--- src/verilog/pit_consts.svh ---
// constants of the three-counter interval timer: offsets, fields and codes
`ifndef PIT_CONSTS_SVH
`define PIT_CONSTS_SVH

// ============================================================
// register offsets (byte wide port, index addressing)
`define ADDR_PICK_FIRST_COUNTER       3'h0
`define ADDR_PICK_SECOND_COUNTER       3'h1
`define ADDR_PICK_THIRD_COUNTER       3'h2
`define ADDR_CTRL       3'h3
`define ADDR_IRQ_STAT   3'h4
`define ADDR_IRQ_CLR    3'h5
`define ADDR_IRQ_EN     3'h6
`define ADDR_GATE       3'h7

// ============================================================
// control word fields
`define SEL_HI          7
`define SEL_LO          6
`define FMT_HI          5
`define FMT_LO          4
`define MODE_HI         3
`define MODE_LO         1
`define BCD_BIT         0
`define SEL_READBACK    2'h3
`define FMT_LATCH       2'h0
`define FMT_LOW         2'h1
`define FMT_HIGH        2'h2
`define FMT_BOTH        2'h3
`define RB_NO_COUNT     5
`define RB_NO_STATE     4

// ============================================================
// status byte fields
`define ST_OUT          7
`define ST_NULL         6

// ============================================================
// reset values
`define CTRL_RESET      6'h00
`define COUNT_RESET     16'h0000
`define IRQ_EN_RESET    3'h0
`define GATE_RESET      3'h7

// ============================================================
// timing: highest counting clock
`define CNT_CLK_MAX_MHZ 10

`endif

--- src/verilog/pit_pkg.sv ---
// types shared by the interval timer modules
package pit_pkg;

    // ============================================================
    // counting modes
    typedef enum logic [2:0]
    {
        MODE_TC_INT   = 3'b000,
        MODE_ONESHOT  = 3'b001,
        MODE_RATE     = 3'b010,
        MODE_SQUARE   = 3'b011,
        MODE_SW_STROBE= 3'b100,
        MODE_HW_STROBE= 3'b101,
        MODE_RATE_X   = 3'b110,
        MODE_SQUARE_X = 3'b111
    } count_mode_e;

    // ============================================================
    // programmed settings of one counter (status byte low six bits)
    typedef struct packed
    {
        logic [1:0]  fmt;
        count_mode_e mode;
        logic        bcd;
    } counter_cfg_s;

    // ============================================================
    // register port request
    typedef struct packed
    {
        logic [2:0] addr;
        logic [7:0] wdata;
        logic       wr;
        logic       rd;
    } reg_req_s;

endpackage

--- src/verilog/pit_counter.sv ---
// one 16-bit down counter of the interval timer with its latches
//
// Our own choices: the register addresses and the plain strobed port.
`include "pit_consts.svh"
module pit_counter
    import pit_pkg::*;
(
    input  wire logic         CLK,
    input  wire logic         RST_N,
    input  wire logic         cnt_clk_in,    // raw counting clock pin
    input  wire logic         gate,          // gate level, already synchronous
    input  wire logic         cfg_wr,        // new control word for this counter
    input  wire counter_cfg_s cfg_in,
    input  wire logic         latch_cnt,     // count latch request
    input  wire logic         latch_st,      // status latch request
    input  wire logic         data_wr,       // host writes count byte
    input  wire logic         data_rd,       // host reads a byte
    input  wire logic [7:0]   wdata,
    output logic      [7:0]   rdata,         // byte returned if data_rd
    output logic              out_lvl,       // counter output
    output logic              tc_pulse       // one pulse at terminal count
);
    // ============================================================
    // pin synchroniser and edge detector
    logic        clk_s1_r;        // first stage, read only by clk_s2_r
    logic        clk_s2_r;
    logic        clk_s3_r;        // delayed copy for edge detection
    logic        tick;            // one counting clock edge

    always_ff @(posedge CLK)
    begin
        // two stages before anything looks at the pin
        if (!RST_N)
        begin
            clk_s1_r <= 1'b0;
            clk_s2_r <= 1'b0;
            clk_s3_r <= 1'b0;
        end
        else
        begin
            clk_s1_r <= cnt_clk_in;
            clk_s2_r <= clk_s1_r;
            clk_s3_r <= clk_s2_r;
        end
    end

    // falling edge decrements, as the classic part does
    assign tick = clk_s3_r & ~clk_s2_r;

    // ============================================================
    // state
    counter_cfg_s cfg_r;          // programmed settings
    logic [15:0]  init_r;         // count register written by host
    logic [15:0]  ce_r;           // counting element
    logic [15:0]  ol_r;           // output latch
    logic         ol_held_r;      // output latch frozen by a latch command
    logic [7:0]   st_r;           // latched status byte
    logic         st_held_r;      // status waiting to be read
    logic         null_r;         // pending-load flag
    logic         load_r;         // count waits for next tick to load
    logic         wr_msb_r;       // next write byte is the high byte
    logic         rd_msb_r;       // next read byte is the high byte
    logic         armed_r;        // counting enabled after a load
    logic         out_r;
    logic         tc_r;

    // ============================================================
    // decrement by one or two, binary or four decades
    function automatic logic [15:0] dec(input logic [15:0] v, input logic bcd);
        logic [15:0] r;
        r = v - 16'h0001;
        if (bcd)
        begin
            if (v[3:0] == 4'h0)
            begin
                r[3:0] = 4'h9;
                if (v[7:4] == 4'h0)
                begin
                    r[7:4] = 4'h9;
                    if (v[11:8] == 4'h0)
                    begin
                        r[11:8] = 4'h9;
                        r[15:12] = (v[15:12] == 4'h0) ? 4'h9 : v[15:12] - 4'h1;
                    end
                    else
                        r[15:8] = {v[15:12], v[11:8] - 4'h1};
                end
                else
                    r[15:4] = {v[15:8], v[7:4] - 4'h1};
            end
        end
        return r;
    endfunction

    logic        sq_mode;
    logic [15:0] step1;
    logic [15:0] step2;
    assign sq_mode = cfg_r.mode[1:0] == 2'b11;
    assign step1   = dec(ce_r, cfg_r.bcd);
    assign step2   = dec(step1, cfg_r.bcd);

    // ============================================================
    // configuration and host byte pointers
    always_ff @(posedge CLK)
    begin
        if (!RST_N)
        begin
            cfg_r    <= counter_cfg_s'(`CTRL_RESET);
            init_r   <= `COUNT_RESET;
            wr_msb_r <= 1'b0;
        end
        else if (cfg_wr)
        begin
            cfg_r    <= cfg_in;
            wr_msb_r <= cfg_in.fmt == `FMT_HIGH;
        end
        else if (data_wr)
        begin
            // byte order follows the access format
            unique case (cfg_r.fmt)
                `FMT_LOW:  init_r <= {8'h00, wdata};
                `FMT_HIGH: init_r <= {wdata, 8'h00};
                default:
                begin
                    if (wr_msb_r)
                        init_r[15:8] <= wdata;
                    else
                        init_r[7:0] <= wdata;
                    wr_msb_r <= ~wr_msb_r;
                end
            endcase
        end
    end

    // a write completes the count on its last byte of the format
    logic count_done;
    assign count_done = data_wr & (cfg_r.fmt != `FMT_BOTH | wr_msb_r);

    // ============================================================
    // counting element, load and output
    always_ff @(posedge CLK)
    begin
        if (!RST_N)
        begin
            ce_r    <= `COUNT_RESET;
            null_r  <= 1'b0;
            load_r  <= 1'b0;
            armed_r <= 1'b0;
            out_r   <= 1'b1;
            tc_r    <= 1'b0;
        end
        else
        begin
            tc_r <= 1'b0;
            if (cfg_wr)
            begin
                // programming stops counting until a count arrives
                armed_r <= 1'b0;
                load_r  <= 1'b0;
                out_r   <= cfg_in.mode != MODE_TC_INT;
            end
            else if (count_done)
            begin
                null_r <= 1'b1;
                load_r <= 1'b1;
            end
            else if (tick && load_r)
            begin
                // new count enters the element only on a counting edge
                ce_r    <= init_r;
                null_r  <= 1'b0;
                load_r  <= 1'b0;
                armed_r <= 1'b1;
                if (cfg_r.mode == MODE_TC_INT)
                    out_r <= 1'b0;
            end
            else if (tick && armed_r && gate)
            begin
                ce_r <= sq_mode ? step2 : step1;
                if ((sq_mode ? step2 : step1) == 16'h0000)
                begin
                    tc_r <= 1'b1;
                    unique case (cfg_r.mode[1:0])
                        2'b10, 2'b11:
                        begin
                            // periodic modes reload and keep running
                            ce_r  <= init_r;
                            out_r <= sq_mode ? ~out_r : 1'b1;
                        end
                        default:
                            out_r <= cfg_r.mode != MODE_SW_STROBE;
                    endcase
                end
                else if (cfg_r.mode[1:0] == 2'b10 && step1 == 16'h0001)
                    out_r <= 1'b0;
            end
        end
    end

    // ============================================================
    // output latch and status latch
    always_ff @(posedge CLK)
    begin
        if (!RST_N)
        begin
            ol_r      <= `COUNT_RESET;
            ol_held_r <= 1'b0;
            st_r      <= 8'h00;
            st_held_r <= 1'b0;
            rd_msb_r  <= 1'b0;
        end
        else
        begin
            if (!ol_held_r)
                ol_r <= ce_r;
            if (cfg_wr)
            begin
                ol_held_r <= 1'b0;
                st_held_r <= 1'b0;
                rd_msb_r  <= cfg_in.fmt == `FMT_HIGH;
            end
            else
            begin
                // an unread latch ignores further latch requests
                if (latch_cnt && !ol_held_r)
                begin
                    ol_r      <= ce_r;
                    ol_held_r <= 1'b1;
                end
                if (latch_st && !st_held_r)
                begin
                    st_r      <= {out_r, null_r, cfg_r};
                    st_held_r <= 1'b1;
                end
                if (data_rd)
                begin
                    if (st_held_r)
                        st_held_r <= 1'b0;
                    else if (cfg_r.fmt == `FMT_BOTH && !rd_msb_r)
                        rd_msb_r <= 1'b1;
                    else
                    begin
                        ol_held_r <= 1'b0;
                        rd_msb_r  <= cfg_r.fmt == `FMT_HIGH;
                    end
                end
            end
        end
    end

    // status first, then the count bytes in programmed order
    always_comb
    begin
        if (st_held_r)
            rdata = st_r;
        else if (rd_msb_r)
            rdata = ol_r[15:8];
        else
            rdata = ol_r[7:0];
    end

    assign out_lvl  = out_r;
    assign tc_pulse = tc_r;
endmodule

--- src/verilog/pit_top.sv ---
// three-counter programmable interval timer with byte register port
// ============================================================
`include "pit_consts.svh"
module pit_top
    import pit_pkg::*;
(
    input  wire logic       CLK,
    input  wire logic       RST_N,
    input  wire logic [2:0] ADDR,
    input  wire logic [7:0] WDATA,
    input  wire logic       WR,
    input  wire logic       RD,
    input  wire logic [2:0] CNT_CLK,
    output logic      [7:0] RDATA,
    output logic      [2:0] CNT_OUT,
    output logic            IRQ
);
    import pit_pkg::*;

    // ============================================================
    // request carrier
    reg_req_s    req;              // bundled host access
    assign req = '{addr: ADDR, wdata: WDATA, wr: WR, rd: RD};

    // ============================================================
    // control word decode
    logic        ctrl_wr;          // write to control register
    logic [1:0]  sel;              // counter selector field
    logic [1:0]  fmt;              // access format field
    logic        is_rb;            // read-back command
    logic [2:0]  cfg_wr;           // per counter new control word
    logic [2:0]  latch_cnt;        // per counter count latch
    logic [2:0]  latch_st;         // per counter status latch
    logic [2:0]  data_wr;
    logic [2:0]  data_rd;
    counter_cfg_s cfg_word;
    logic [7:0]  cnt_rdata [3];
    logic [2:0]  out_lvl;
    logic [2:0]  tc;
    logic [2:0]  gate_r;           // software gate levels
    logic [2:0]  irq_stat_r;       // sticky terminal count events
    logic [2:0]  irq_en_r;         // interrupt enables

    assign ctrl_wr  = req.wr && req.addr == `ADDR_CTRL;
    assign sel      = req.wdata[`SEL_HI:`SEL_LO];
    assign fmt      = req.wdata[`FMT_HI:`FMT_LO];
    assign is_rb    = sel == `SEL_READBACK;
    assign cfg_word = counter_cfg_s'(req.wdata[`FMT_HI:`BCD_BIT]);

    // ============================================================
    // per-counter decode and instance
    genvar g;
    generate
        for (g = 0; g < 3; g++)
        begin : gen_cnt
            logic pick;    // this counter named by selector
            logic rb_pick; // this counter named by read-back mask
            assign pick    = !is_rb && sel == 2'(g);
            // read-back mask: D1 first counter, D2 second, D3 third
            assign rb_pick = is_rb && req.wdata[g + 1];
            assign cfg_wr[g]    = ctrl_wr && pick && fmt != `FMT_LATCH;
            assign latch_cnt[g] = ctrl_wr && ((pick && fmt == `FMT_LATCH)
                                  || (rb_pick && !req.wdata[`RB_NO_COUNT]));
            assign latch_st[g]  = ctrl_wr && rb_pick && !req.wdata[`RB_NO_STATE];
            assign data_wr[g]   = req.wr && req.addr == 3'(g);
            assign data_rd[g]   = req.rd && req.addr == 3'(g);

            pit_counter u_cnt
            (
                .CLK        (CLK),
                .RST_N      (RST_N),
                .cnt_clk_in (CNT_CLK[g]),
                .gate       (gate_r[g]),
                .cfg_wr     (cfg_wr[g]),
                .cfg_in     (cfg_word),
                .latch_cnt  (latch_cnt[g]),
                .latch_st   (latch_st[g]),
                .data_wr    (data_wr[g]),
                .data_rd    (data_rd[g]),
                .wdata      (req.wdata),
                .rdata      (cnt_rdata[g]),
                .out_lvl    (out_lvl[g]),
                .tc_pulse   (tc[g])
            );
        end
    endgenerate

    // ============================================================
    // interrupt status: set beats clear in the same cycle
    always_ff @(posedge CLK)
    begin
        if (!RST_N)
            irq_stat_r <= 3'h0;
        else if (req.wr && req.addr == `ADDR_IRQ_CLR)
            irq_stat_r <= (irq_stat_r & ~req.wdata[2:0]) | tc;
        else
            irq_stat_r <= irq_stat_r | tc;
    end

    // software settings: interrupt enables and gates
    always_ff @(posedge CLK)
    begin
        if (!RST_N)
        begin
            irq_en_r <= `IRQ_EN_RESET;
            gate_r   <= `GATE_RESET;
        end
        else if (req.wr && req.addr == `ADDR_IRQ_EN)
            irq_en_r <= req.wdata[2:0];
        else if (req.wr && req.addr == `ADDR_GATE)
            gate_r <= req.wdata[2:0];
    end

    // interrupt level, registered
    always_ff @(posedge CLK)
    begin
        if (!RST_N)
            IRQ <= 1'b0;
        else
            IRQ <= |(irq_stat_r & irq_en_r);
    end

    // output levels, registered
    always_ff @(posedge CLK)
    begin
        if (!RST_N)
            CNT_OUT <= 3'h0;
        else
            CNT_OUT <= out_lvl;
    end

    // ============================================================
    // read data, one cycle after the read strobe; unmapped reads zero
    always_ff @(posedge CLK)
    begin
        if (!RST_N)
            RDATA <= 8'h00;
        else if (req.rd)
        begin
            unique case (req.addr)
                `ADDR_PICK_FIRST_COUNTER:     RDATA <= cnt_rdata[0];
                `ADDR_PICK_SECOND_COUNTER:     RDATA <= cnt_rdata[1];
                `ADDR_PICK_THIRD_COUNTER:     RDATA <= cnt_rdata[2];
                `ADDR_IRQ_STAT: RDATA <= {5'h00, irq_stat_r};
                `ADDR_IRQ_EN:   RDATA <= {5'h00, irq_en_r};
                `ADDR_GATE:     RDATA <= {5'h00, gate_r};
                default:        RDATA <= 8'h00;
            endcase
        end
        else
            RDATA <= 8'h00;
    end
endmodule

--- config.mk ---
export PLATFORM = sky130hd
export DESIGN_NAME = pit_top
export DESIGN_NICKNAME = d
export VERILOG_FILES = /design/src/verilog/pit_pkg.sv /design/src/verilog/pit_counter.sv /design/src/verilog/pit_top.sv
export VERILOG_INCLUDE_DIRS = /design/src /design/src/verilog
export SDC_FILE = /design/constraint.sdc
export NUM_CORES = 1
export LEC_CHECK = 0
export ABC_CLOCK_PERIOD_IN_PS = 4300
export BUFFER_PORTS_ARGS = -buffer_cell sky130_fd_sc_hd__buf_2
export CAP_MARGIN = 20
export CORE_ASPECT_RATIO = 0.8
export CORE_MARGIN = 5
export CORE_UTILIZATION = 40
export CTS_CLUSTER_SIZE = 14
export DETAILED_ROUTE_END_ITERATION = 8
export PLACE_DENSITY = 0.62
export SLEW_MARGIN = 20
export SYNTH_ARGS = -nofsm -noshare
export SYNTH_HDL_FRONTEND = slang
export SYNTH_SLANG_ARGS = --single-unit
--- constraint.sdc ---
create_clock -name CLK -period 4.3 [get_ports CLK]
set_clock_uncertainty 0.05 [all_clocks]
set_input_delay 0.43 -clock CLK [delete_from_list [all_inputs] [get_ports CLK]]
set_output_delay 0.43 -clock CLK [all_outputs]
set_load 0.005 [all_outputs]
# Word-level counts from Yosys, hierarchy flattened

Cells that the tools add are included.

Bits of input ports: 18
Flip-flop bits (word level): 243
Logic and storage cells: 494
Output and inout port bits: 12

Bitwise logic cells: 34
Equality and inequality tests: 50
Add/sub/neg operators: 24
Muxes and demuxes: 149
Reduce and logical (&&, ||, !) cells: 171

Operator list:

| kind                                                | number |
|---|---|
| two-way mux 16 bit                                  | 36 |
| two-way mux 8 bit                                   | 18 |
| logical NOT 4 bit                                   | 24 |
| one-hot mux 16 bit (2 select lines)                 | 3 |
| subtractor 16 x 1 -> 16 bit (second input constant) | 6 |
| two-way mux 1 bit                                   | 78 |
| two-way mux 12 bit                                  | 6 |
| subtractor 4 x 1 -> 4 bit (second input constant)   | 18 |
| logical AND 1 bit                                   | 58 |
| == test 16 x 1 -> 1 bit (second input constant)     | 3 |
| logical NOT 16 bit                                  | 3 |
| one-hot mux 8 bit (6 select lines)                  | 1 |
| AND reduction 2 bit                                 | 17 |
| == test 2 bit (second input constant)               | 15 |
| AND reduction 3 bit                                 | 9 |
| nonzero test 2 bit                                  | 13 |
| two-way mux 4 bit                                   | 6 |
| nonzero test 3 bit                                  | 7 |
| NOT 1 bit                                           | 20 |
| != test 2 x 1 -> 1 bit (second input constant)      | 9 |
| != test 3 bit (second input constant)               | 6 |
| OR reduction 2 bit                                  | 9 |
| OR reduction 5 bit                                  | 3 |
| == test 3 bit (second input constant)               | 4 |
| other kinds (18)                                    | 56 |

# Logic depth before layout (Yosys ltp)

Gate-level depths: netlist (run 1).

Depth in word-level cells: 19
Gate-level depth with buffers: 17
Gate-level depth less buffers: 13

# Hierarchy

Synthesis (run 1) repeated with hierarchy kept, for this count alone.

Cells, all modules: 1879
Area, all modules: 15157.0 um2

By module, submodules not included:

| module                              | cells an instance | seq. area each (um2) | instances | area an instance (um2) |
|---|---|---|---|---|
| pit_counter at gen_cnt[0].u_cnt ... | 583               | 1481.4               | 2         | 4689.5 |
| pit_counter at gen_cnt[2].u_cnt     | 577               | 1481.4               | 1         | 4589.4 |
| pit_top                             | 136               | 420.4                | 1         | 1188.6 |

# Least setup slack after synthesis (run 1)

OpenSTA, ideal clock, no wires.

Path kind: register to register
Start: register gen_cnt[1].u_cnt.ce_r[0]
End: register gen_cnt[1].u_cnt.ce_r[1]
Arrival: 3.699 ns
Period minus slack after synthesis: 3.823 ns
Path slack: 0.477 ns
Setup time: 0.074 ns
Data required time: 4.176 ns
Cell stages (with the launch flop): 16
Cell sequence: dfxtp_1 clkbuf_1 inv_1 ha_1 buf_2 nor2_1 a31oi_2 nor2_1 mux2i_1 nand2_1 or4_4 a2111oi_4 a21oi_2 buf_6 nand3b_1 a31oi_1

Longest elaborated chain between the ends: 14
Elaborated cells on any way between the ends: 23
Classes of those cells: add/sub: 5; mux: 12; reduce/logical: 6

Ends and longest elaborated chain:

| element                                                          | line                                   | RTL |
|---|---|---|
| start, declared                                                  | pit_counter.sv:54                      | `logic [15:0] ce_r;` |
| start signal, assigned                                           | pit_counter.sv:145                     | `` ce_r <= `COUNT_RESET; `` |
| start signal, assigned                                           | pit_counter.sv:170                     | `ce_r <= init_r;` |
| start signal, assigned                                           | pit_counter.sv:179                     | `ce_r <= sq_mode ? step2 : step1;` |
| subtractor 16 x 1 -> 16 bit or logical NOT 4 bit (tied branches) | pit_counter.sv:71, pit_counter.sv:74   |  |
| two-way mux 16 bit                                               | pit_counter.sv:74                      | `if (v[3:0] == 4'h0)` |
| two-way mux 16 bit (*)                                           | pit_counter.sv:72                      | `if (bcd)` |
| subtractor 4 x 1 -> 4 bit or logical NOT 4 bit (tied branches)   | pit_counter.sv:83                      | `r[15:12] = (v[15:12] == 4'h0) ? 4'h9 : v[15:12] - 4'h1;` |
| two-way mux 4 bit                                                | pit_counter.sv:83                      |  |
| two-way mux 8 bit                                                | pit_counter.sv:80                      | `if (v[11:8] == 4'h0)` |
| two-way mux 12 bit                                               | pit_counter.sv:77                      | `if (v[7:4] == 4'h0)` |
| two-way mux 16 bit                                               | pit_counter.sv:74                      |  |
| two-way mux 16 bit                                               | pit_counter.sv:72                      |  |
| two-way mux 16 bit (*)                                           | pit_counter.sv:179, pit_counter.sv:180 |  |
| logical NOT 16 bit                                               | pit_counter.sv:180                     | `if ((sq_mode ? step2 : step1) == 16'h0000)` |
| two-way mux 16 bit (*)                                           | pit_counter.sv:180                     |  |
| two-way mux 16 bit (*)                                           | pit_counter.sv:177                     | `else if (tick && armed_r && gate)` |
| two-way mux 16 bit (*)                                           | pit_counter.sv:167                     | `else if (tick && load_r)` |

Every way passes the cells marked *; elsewhere a longest branch is shown, timed or not. The select of a mux whose other input is x is not followed.
A chain may end at the register's enable or synchronous reset.

# Worst setup path after layout (run 1)

Start: register gen_cnt[1].u_cnt.ce_r[1]
End: register gen_cnt[1].u_cnt.ce_r[5]

The elaborated chain is that of the path after synthesis.

==> summary.txt, run 1 <==
Floorplan
  • Total core area: 36100 um2
  • Standard-cell rows: 62
  • Initial Util: 0.406
  • Ports: 30
  • Chip width: 224 um
  • Die height: 181 um
  • Overall die area: 40600 um2

Synth
  • Post-synth EDFFs: 0
  • Mean cell area of the mapped netlist: 7.69 um2
  • Warning count from the yosys run: 0
  • Share of the synthesized area in the top cell type: 0.332
  • Register area share after synthesis: 0.332
  • Top flip-flop cell by instance count after synthesis: sky130_fd_sc_hd__dfxtp_1
  • Proportion of register bits with asynchronous set or reset after synthesis: 0
  • Yosys cell types: 98
  • Mapped Nets: 1944
  • Area leader, netlist: sky130_fd_sc_hd__dfxtp_1
  • Mapped Cells: 1905
  • Synth Cell Area: 14700 um2
  • Cells taking the most area after synthesis: sky130_fd_sc_hd__dfxtp_1, sky130_fd_sc_hd__mux2i_1, sky130_fd_sc_hd__a21oi_1
  • Post-synthesis sequential element count: 243

Timing
  • Total count of max-transition violations in the final report: 0
  • Slew margin rel.: 0.294
  • Least-Margin Pin Slew: 1.06 ns
  • Setup_tns: 0 ns
  • Post-route setup slack: 0.237 ns
  • Max Clk Rate: 246 MHz
  • Final-layout worst hold slack: 0.0653 ns
  • Part of the cycle the worst path needs: 0.945
  • RSZ-0062 raised after global routing: false
  • Final min period: 4.06 ns
  • Final setup viols: 0
  • Count of endpoints failing hold in the final timing report: 0

Power and ir drop
  • Proportion of total power due to net switching: 0.242
  • Internal power: 3620 uW
  • Reg power frac: 0.481
  • Power share of the combinational group: 0.062
  • Pwr per Cell Area: 297 nW/um2
  • Clock Power Share: 0.457
  • Worst IR drop on VDD: 252 uV
  • Net switching power figure: 1160 uW
  • Static power due to leakage: 0.00543 uW

Detailed routing
  • Initial detailed-routing violation count: 2012
  • First-pass DRT Iterations: 6
  • Antenna-violating nets left: 0
  • Post-detailed-routing wire length: 48.2 mm
  • Number of vias after detailed routing: 14500
  • Via/cell ratio: 6.13
  • Number of design rule violations left after detail routing: 0
  • Routed wirelength normalized by instance count: 20.3 um

Layout
  • Share of layout cells above drive strength 1: 0.108
  • Design area: 16100 um2
  • Number of nets in the final layout: 1912
  • Area growth, synth to finish: 9.63%

Setup path
  • Worst path slowest cell: sky130_fd_sc_hd__a311oi_1
  • Slowest cell delay on critical path: 0.65 ns
  • Startpoint class of the critical path: register
  • Worst Setup Path Type: reg2reg
  • Combined buffer and inverter count along the critical path: 1
  • Cell family contributing the most delay on the critical path: simple AND/OR/NAND/NOR gates
  • Cells traversed along the worst timing path: inv_1 -> ha_1 -> o21bai_1 -> a21oi_1 -> a311oi_1 -> nor3_1 -> and4_1 -> nor4_1 -> nor4b_2 -> a21oi_2 -> nand2b_1 -> a221oi_1
  • Worst Setup End Kind: register
  • Biggest fanout along the worst timing path: 14
  • Required time of the worst setup path: 4.68 ns
  • Data arrival time of the worst path: 4.44 ns

Global route
  • Wire length of the first global-routing pass: 74.8 mm
  • Via count of the first global-routing pass: 12900
  • Grt total ovfl: 0
  • Number of antenna violations at the first check in global routing: 1
  • Largest net degree at the start of global routing: 68
  • GRT Util Overall: 0.224

Worst hold path
  • Kind of path behind the tightest hold check: in2reg

Clocking
  • Clock transition at the register clock pins on the worst setup and hold paths after CTS: 0.06 ns
  • H-tree level count: 1
  • Post-cts repair resize count: 0
  • Source-to-sink clock delay at the later pin of the worst-skew pair: 0.53 ns
  • Post-CTS setup buffer count: 0
  • Clock tree from TritonCTS: built
  • Root buf cell: sky130_fd_sc_hd__clkbuf_16
  • Clock sink count: 243
  • Max clock buf depth: 3
  • Count of hold buffers inserted by post-cts repair: 0
  • TritonCTS buffer count: 25

Placed design
  • Number of port buffers: 29
  • Routability Congestion: 0.966
  • Instance area after placement: 15200 um2
  • Post-Place Setup Slack: 0.247 ns
  • Half-perimeter wire length after placement: 35.4 mm

Outcome
  • Result of the run: finished clean

Flow run
  • Max Cap Viol: 0
## cells in the final DEF (no fill, tap or decap), types with 15 or more instances in the layout
master / instances
sky130_fd_sc_hd__ha_1: 19
sky130_fd_sc_hd__nand3_1: 109
sky130_fd_sc_hd__o21ai_1: 20
sky130_fd_sc_hd__nand2_1: 227
sky130_fd_sc_hd__a21oi_1: 185
sky130_fd_sc_hd__a32oi_1: 15
sky130_fd_sc_hd__nor2_1: 156
sky130_fd_sc_hd__nor4_1: 30
sky130_fd_sc_hd__or2_2: 15
sky130_fd_sc_hd__nand2b_1: 23
sky130_fd_sc_hd__nand4_1: 30
sky130_fd_sc_hd__buf_2: 29
sky130_fd_sc_hd__o21ai_0: 100
sky130_fd_sc_hd__inv_1: 41
sky130_fd_sc_hd__clkbuf_16: 25
sky130_fd_sc_hd__nor3_1: 50
sky130_fd_sc_hd__dfxtp_1: 243
sky130_fd_sc_hd__mux2i_1: 96
sky130_fd_sc_hd__buf_4: 63
sky130_fd_sc_hd__and2_1: 25
sky130_fd_sc_hd__xnor2_1: 29
sky130_fd_sc_hd__a31oi_1: 46
## cell usage after synthesis (9+ instances only)
library cell	instances
sky130_fd_sc_hd__a211oi_1	10
sky130_fd_sc_hd__a21o_1	9
sky130_fd_sc_hd__a21oi_1	185
sky130_fd_sc_hd__a22oi_1	13
sky130_fd_sc_hd__a31oi_1	46
sky130_fd_sc_hd__a32oi_1	15
sky130_fd_sc_hd__and2_1	25
sky130_fd_sc_hd__and4_1	9
sky130_fd_sc_hd__buf_1	11
sky130_fd_sc_hd__buf_2	20
sky130_fd_sc_hd__clkbuf_1	112
sky130_fd_sc_hd__dfxtp_1	243
sky130_fd_sc_hd__ha_1	21
sky130_fd_sc_hd__inv_1	41
sky130_fd_sc_hd__mux2_2	10
sky130_fd_sc_hd__mux2i_1	97
sky130_fd_sc_hd__nand2_1	227
sky130_fd_sc_hd__nand2b_1	23
sky130_fd_sc_hd__nand3_1	109
sky130_fd_sc_hd__nand4_1	30
sky130_fd_sc_hd__nor2_1	156
sky130_fd_sc_hd__nor2b_1	14
sky130_fd_sc_hd__nor3_1	50
sky130_fd_sc_hd__nor3b_1	15
sky130_fd_sc_hd__nor4_1	30
sky130_fd_sc_hd__nor4b_1	10
sky130_fd_sc_hd__o21ai_0	100
sky130_fd_sc_hd__o21ai_1	20
sky130_fd_sc_hd__or2_2	15
sky130_fd_sc_hd__or3_1	12
sky130_fd_sc_hd__xnor2_1	29
sky130_fd_sc_hd__xor2_1	12
## power groups by stage
stage	registers, uW	logic [uW]	clock network (uW)
6_report	2300	297	2180
3_5_place_dp	2350	287	0
3_3_place_gp	2350	287	0
2_1_floorplan	2330	201	0
4_1_cts	2300	288	2210
5_1_grt	2300	319	2300
## worst paths after layout
check                                         from                                    end  slack (ns)  cells past startpoint
min                                     CNT_CLK[0]   gen_cnt[0].u_cnt.clk_s1_r$_SDFF_PN0_        0.07                      2
max reg2reg  gen_cnt[1].u_cnt.ce_r[1]$_SDFFE_PN0P_  gen_cnt[1].u_cnt.ce_r[5]$_SDFFE_PN0P_        0.24                     12
min reg2reg   gen_cnt[2].u_cnt.clk_s1_r$_SDFF_PN0_   gen_cnt[2].u_cnt.clk_s2_r$_SDFF_PN0_        0.38                      1
max          gen_cnt[1].u_cnt.ce_r[1]$_SDFFE_PN0P_  gen_cnt[1].u_cnt.ce_r[5]$_SDFFE_PN0P_        0.24                     12
## kinds of logic (layout without fill, tap and decap cells)
| group | Yosys count | after routing | synth area share |
|---|---|---|---|
| other | 0 | 1 | 0 |
| buffers and inverters | 195 | 180 | 0.0559 |
| AO/OA/AOI/OAI | 512 | 512 | 0.219 |
| adder cells (fa/ha/maj) | 21 | 21 | 0.0179 |
| AND/OR/NAND/NOR | 785 | 785 | 0.275 |
| XOR/XNOR | 41 | 41 | 0.0245 |
| flip-flops | 243 | 243 | 0.332 |
| multiplexers | 108 | 108 | 0.0747 |
## cell type report
cell class	count	area [um2]
antenna	1	2.50
fill	3596	20000
multi-input combinational	1467	8980
inverter	43	164
clock inverter	12	129
timing repair buffer	93	638
clock buffer	32	682
tap	480	601
sequential	243	4860
## metrics by stage
step | power, uW | cells | utilization
after floorplan | 2530 | 1905 | -
after global placement | 2630 | 2326 | 0.422
after detailed placement | 2630 | 2326 | 0.422
after CTS | 4790 | 2370 | 0.445
after global routing | 4920 | 2371 | 0.445
final | 4770 | 2371 | 0.445
## per-layer routing
metal	share of wire	global-route usage	vias up
met5	0	0	-
met4	0.022	0.0429	0
met3	0.11	0.0466	77
met2	0.40	0.309	721
met1	0.48	0.357	6893
li1	-	-	6844
No activity file was read; power rests on OpenSTA's default activity.
==> inputs of run 2 (changes only) <==
--- a/config.mk
+++ b/config.mk
@@ -18,4 +18,5 @@
 export SLEW_MARGIN = 20
 export SYNTH_ARGS = -nofsm -noshare
 export SYNTH_HDL_FRONTEND = slang
+export SYNTH_HIERARCHICAL = 1
 export SYNTH_SLANG_ARGS = --single-unit
==> constraint.sdc (replaced) <==
create_clock -name CLK -period 4.3 [get_ports CLK]
set_clock_uncertainty 0.05 [all_clocks]
set_input_delay 0.43 -clock CLK [delete_from_list [all_inputs] [get_ports CLK]]
set_output_delay 0.43 -clock CLK [all_outputs]
set_load 0.02 [all_outputs]
==> summary.txt, run 2 <==
Timing
  • Final setup viols: 0 (unchanged)
  • Slew margin rel.: 0.299 (+0.00504)
  • Post-route setup slack: 0.219 ns (-0.0178 ns)
  • Max Clk Rate: 245 MHz (-0.44%)
  • Setup_tns: 0 ns (unchanged)
  • RSZ-0062 raised after global routing: false
  • Count of endpoints failing hold in the final timing report: 0 (unchanged)
  • Least-Margin Pin Slew: 1.05 ns (-0.00755 ns)
  • Final min period: 4.08 ns (+0.0178 ns)
  • Total count of max-transition violations in the final report: 0 (unchanged)
  • Part of the cycle the worst path needs: 0.949 (+0.00413)

Global route
  • Number of antenna violations at the first check in global routing: 0 (-1)
  • GRT Util Overall: 0.234 (+0.00929)
  • Grt total ovfl: 0 (unchanged)
  • Wire length of the first global-routing pass: 78.7 mm (+5.3%)
  • Largest net degree at the start of global routing: 54 (-21%)
  • Via count of the first global-routing pass: 13600 (+5.4%)

Synth
  • Count leader, synth: sky130_fd_sc_hd__dfxtp_1
  • Proportion of register bits with asynchronous set or reset after synthesis: 0 (unchanged)
  • Mapped Nets: 1918 (-1.3%)
  • Post-synthesis sequential element count: 243 (unchanged)
  • Most frequent cells after synthesis: sky130_fd_sc_hd__dfxtp_1, sky130_fd_sc_hd__nor2_1, sky130_fd_sc_hd__nand2_1
  • Top flip-flop cell by instance count after synthesis: sky130_fd_sc_hd__dfxtp_1
  • Register area share after synthesis: 0.321 (-0.0111)
  • Share of the synthesized area in the top cell type: 0.321 (-0.0111)
  • Mean cell area of the mapped netlist: 8.07 um2 (+4.9%)
  • Synth Cell Area: 15200 um2 (+3.5%)
  • Yosys cell types: 104 (+6.1%)
  • Post-synth EDFFs: 0 (unchanged)
  • Cells taking the most area after synthesis: sky130_fd_sc_hd__dfxtp_1, sky130_fd_sc_hd__mux2i_1, sky130_fd_sc_hd__nor2_1
  • Area leader, netlist: sky130_fd_sc_hd__dfxtp_1
  • Warning count from the yosys run: 6 (+6)
  • Mapped Cells: 1879 (-1.4%)

Layout
  • Top library cells by usage in the layout, fill and taps aside: sky130_fd_sc_hd__dfxtp_1, sky130_fd_sc_hd__nor2_1, sky130_fd_sc_hd__nand2_1
  • Area growth, synth to finish: 11.0%
  • Number of nets in the final layout: 1921 (+0.47%)
  • Share of layout cells above drive strength 1: 0.136 (+0.0279)
  • Most common library cell in the layout ignoring fill and taps: sky130_fd_sc_hd__dfxtp_1
  • Non-filler cells in the finished layout: 2386 (+0.63%)
  • Final core occ: 0.452 (+0.00705)
  • Number of antenna diodes: 0 (-1)

Power and ir drop
  • Worst IR drop on VDD: 277 uV (+9.9%)
  • Internal power: 3660 uW (+1.2%)
  • Power share of the combinational group: 0.067 (+0.005)
  • Clock Power Share: 0.458 (about the same)
  • Reg power frac: 0.475 (-0.006)
  • Net switching power figure: 1170 uW (+1.5%)
  • Static power due to leakage: 0.00583 uW (+7.4%)
  • Pwr per Cell Area: 287 nW/um2 (-3.3%)
  • Proportion of total power due to net switching: 0.243 (+0.000524)

Setup path
  • Worst Setup Path Type: reg2reg
  • Crit path depth: 11 (-1)
  • Cell count of the worst reg-to-reg path: 11 (-1)
  • Worst Setup End Kind: register
  • Biggest fanout along the worst timing path: 21 (+7)
  • Data arrival time of the worst path: 4.46 ns (+0.02 ns)
  • Startpoint class of the critical path: register
  • Worst setup path start: gen_cnt[1].u_cnt/ce_r[3]$_SDFFE_PN0P_
  • Launch point of the worst reg-to-reg path: gen_cnt[1].u_cnt/ce_r[3]$_SDFFE_PN0P_
  • Combined buffer and inverter count along the critical path: 1 (unchanged)
  • Slowest cell delay on critical path: 0.53 ns (-0.12 ns)
  • Worst path slowest cell: sky130_fd_sc_hd__o41ai_1
  • Cell family contributing the most delay on the critical path: simple AND/OR/NAND/NOR gates
  • Cells traversed along the worst timing path: or2_2 -> o41ai_1 -> o21a_1 -> nand4_1 -> nor3_1 -> mux2i_1 -> nand4b_1 -> nor4_2 -> buf_4 -> o21ai_1 -> a221oi_1
  • Required time of the worst setup path: 4.68 ns (about the same)

Floorplan
  • Die height: 184 um (+1.6%)
  • Ports: 30 (unchanged)
  • Total core area: 37200 um2 (+3.1%)
  • Standard-cell rows: 63 (+1.6%)
  • Overall die area: 41900 um2 (+3.3%)
  • Chip width: 228 um (+1.6%)
  • Initial Util: 0.407 (+0.00121)

Placed design
  • Routability Congestion: 1.00 (+3.7%)
  • Half-perimeter wire length after placement: 37.8 mm (+6.7%)
  • Post-Place Setup Slack: 0.111 ns (-0.136 ns)
  • Number of port buffers: 29 (unchanged)
  • Placed instance count: 2341 (+0.64%)

Clocking
  • Count of hold buffers inserted by post-cts repair: 0 (unchanged)
  • Max clock buf depth: 3 (unchanged)
  • Clock transition at the register clock pins on the worst setup and hold paths after CTS: 0.06 ns (about the same)
  • H-tree level count: 1 (unchanged)
  • Clock sink count: 243 (unchanged)
  • Clock tree from TritonCTS: built
  • Source-to-sink clock delay at the later pin of the worst-skew pair: 0.54 ns (about the same)
  • Root buf cell: sky130_fd_sc_hd__clkbuf_16
  • TritonCTS buffer count: 25 (unchanged)

Outcome
  • Result of the run: finished clean

Worst hold path
  • Hold wc startpoint: CNT_CLK[1]
  • Number of cells traversed by the worst hold path: 2 (unchanged)
  • Kind of path behind the tightest hold check: in2reg

Detailed routing
  • First-pass DRT Iterations: 6 (unchanged)
  • Number of vias after detailed routing: 14800 (+2.1%)
  • Post-detailed-routing wire length: 50.9 mm (+5.5%)
  • Number of design rule violations left after detail routing: 0 (unchanged)
  • Antenna-violating nets left: 0 (unchanged)
  • Via/cell ratio: 6.22 (+1.5%)
  • Routed wirelength normalized by instance count: 21.3 um (+4.8%)
  • Initial detailed-routing violation count: 1709 (-15%)

Flow run
  • Max Cap Viol: 0 (unchanged)
-- run 2: what timing repair did --
| action | in CTS | in global routing |
|---|---|---|
| endpoints found under the hold margin | 0 | 0 |
| resized for setup | 0 | 13 |
| setup buffers | 0 | 1 |
| setup endpoints to repair | 0 | 39 |
-- run 2: cells by family after synthesis --
group,count (synthesis),share of synthesized area
AO/OA/AOI/OAI,500,0.226
XOR/XNOR,35,0.0212
adder cells (fa/ha/maj),21,0.0173
buffers and inverters,173,0.0504
flip-flops,243,0.321
multiplexers,154,0.102
AND/OR/NAND/NOR,753,0.262
-- run 2: power groups by stage --
stage	Combinational [uW]	Sequential, uW	Clock [uW]
after floorplan	212	2340	0
after global routing	347	2300	2340
after CTS	313	2300	2250
final	323	2300	2210
after detailed placement	311	2350	0
after global placement	310	2350	0
-- run 2: metrics by stage --
step	hold WS [ns]	instance area [um2]	power (uW)
floorplan	0.362	15200	2550
global placement	0.373	15900	2660
detailed placement	0.373	15900	2660
CTS	0.0364	16800	4860
global route	0.0512	16800	4990
finish	0.0485	16800	4830
-- run 2: routing by layer --
metal  vias up  GRT usage  wire (um)
met4         0     0.0442       1060
li1       6929          -          -
met3        85     0.0525       4940
met1      7091      0.375      24900
met2       738      0.316      20000
met5         -          0          0
-- run 2: path summary, 6_finish.rpt --
| kind | to | slack, ns |
|---|---|---|
| min reg2reg | gen_cnt[1].u_cnt/clk_s2_r$_SDFF_PN0_ | 0.38 |
| max reg2reg | gen_cnt[1].u_cnt/ce_r[14]$_SDFFE_PN0P_ | 0.22 |
| min | gen_cnt[1].u_cnt/clk_s1_r$_SDFF_PN0_ | 0.05 |
| max | gen_cnt[1].u_cnt/ce_r[14]$_SDFFE_PN0P_ | 0.22 |
-- run 2: layout make-up --
| type | count | area (um2) |
|---|---|---|
| fillers | 3735 | 20400 |
| multi-input cells | 1463 | 9620 |
| flip-flops and latches | 243 | 4860 |
| repair buffers | 108 | 763 |
| clock buffers | 36 | 717 |
| well taps | 487 | 609 |
| inverters | 41 | 154 |
| clock inverters | 8 | 104 |
-- run 2: worst reg2reg max path, cell delays in order, from the launching register on --
cell and delay (ns):
sky130_fd_sc_hd__dfxtp_1 0.46, sky130_fd_sc_hd__or2_2 0.43, sky130_fd_sc_hd__o41ai_1 0.53, sky130_fd_sc_hd__o21a_1 0.36, sky130_fd_sc_hd__nand4_1 0.31, sky130_fd_sc_hd__nor3_1 0.31, sky130_fd_sc_hd__mux2i_1 0.38, sky130_fd_sc_hd__nand4b_1 0.22
sky130_fd_sc_hd__nor4_2 0.26, sky130_fd_sc_hd__buf_4 0.28, sky130_fd_sc_hd__o21ai_1 0.10, sky130_fd_sc_hd__a221oi_1 0.27
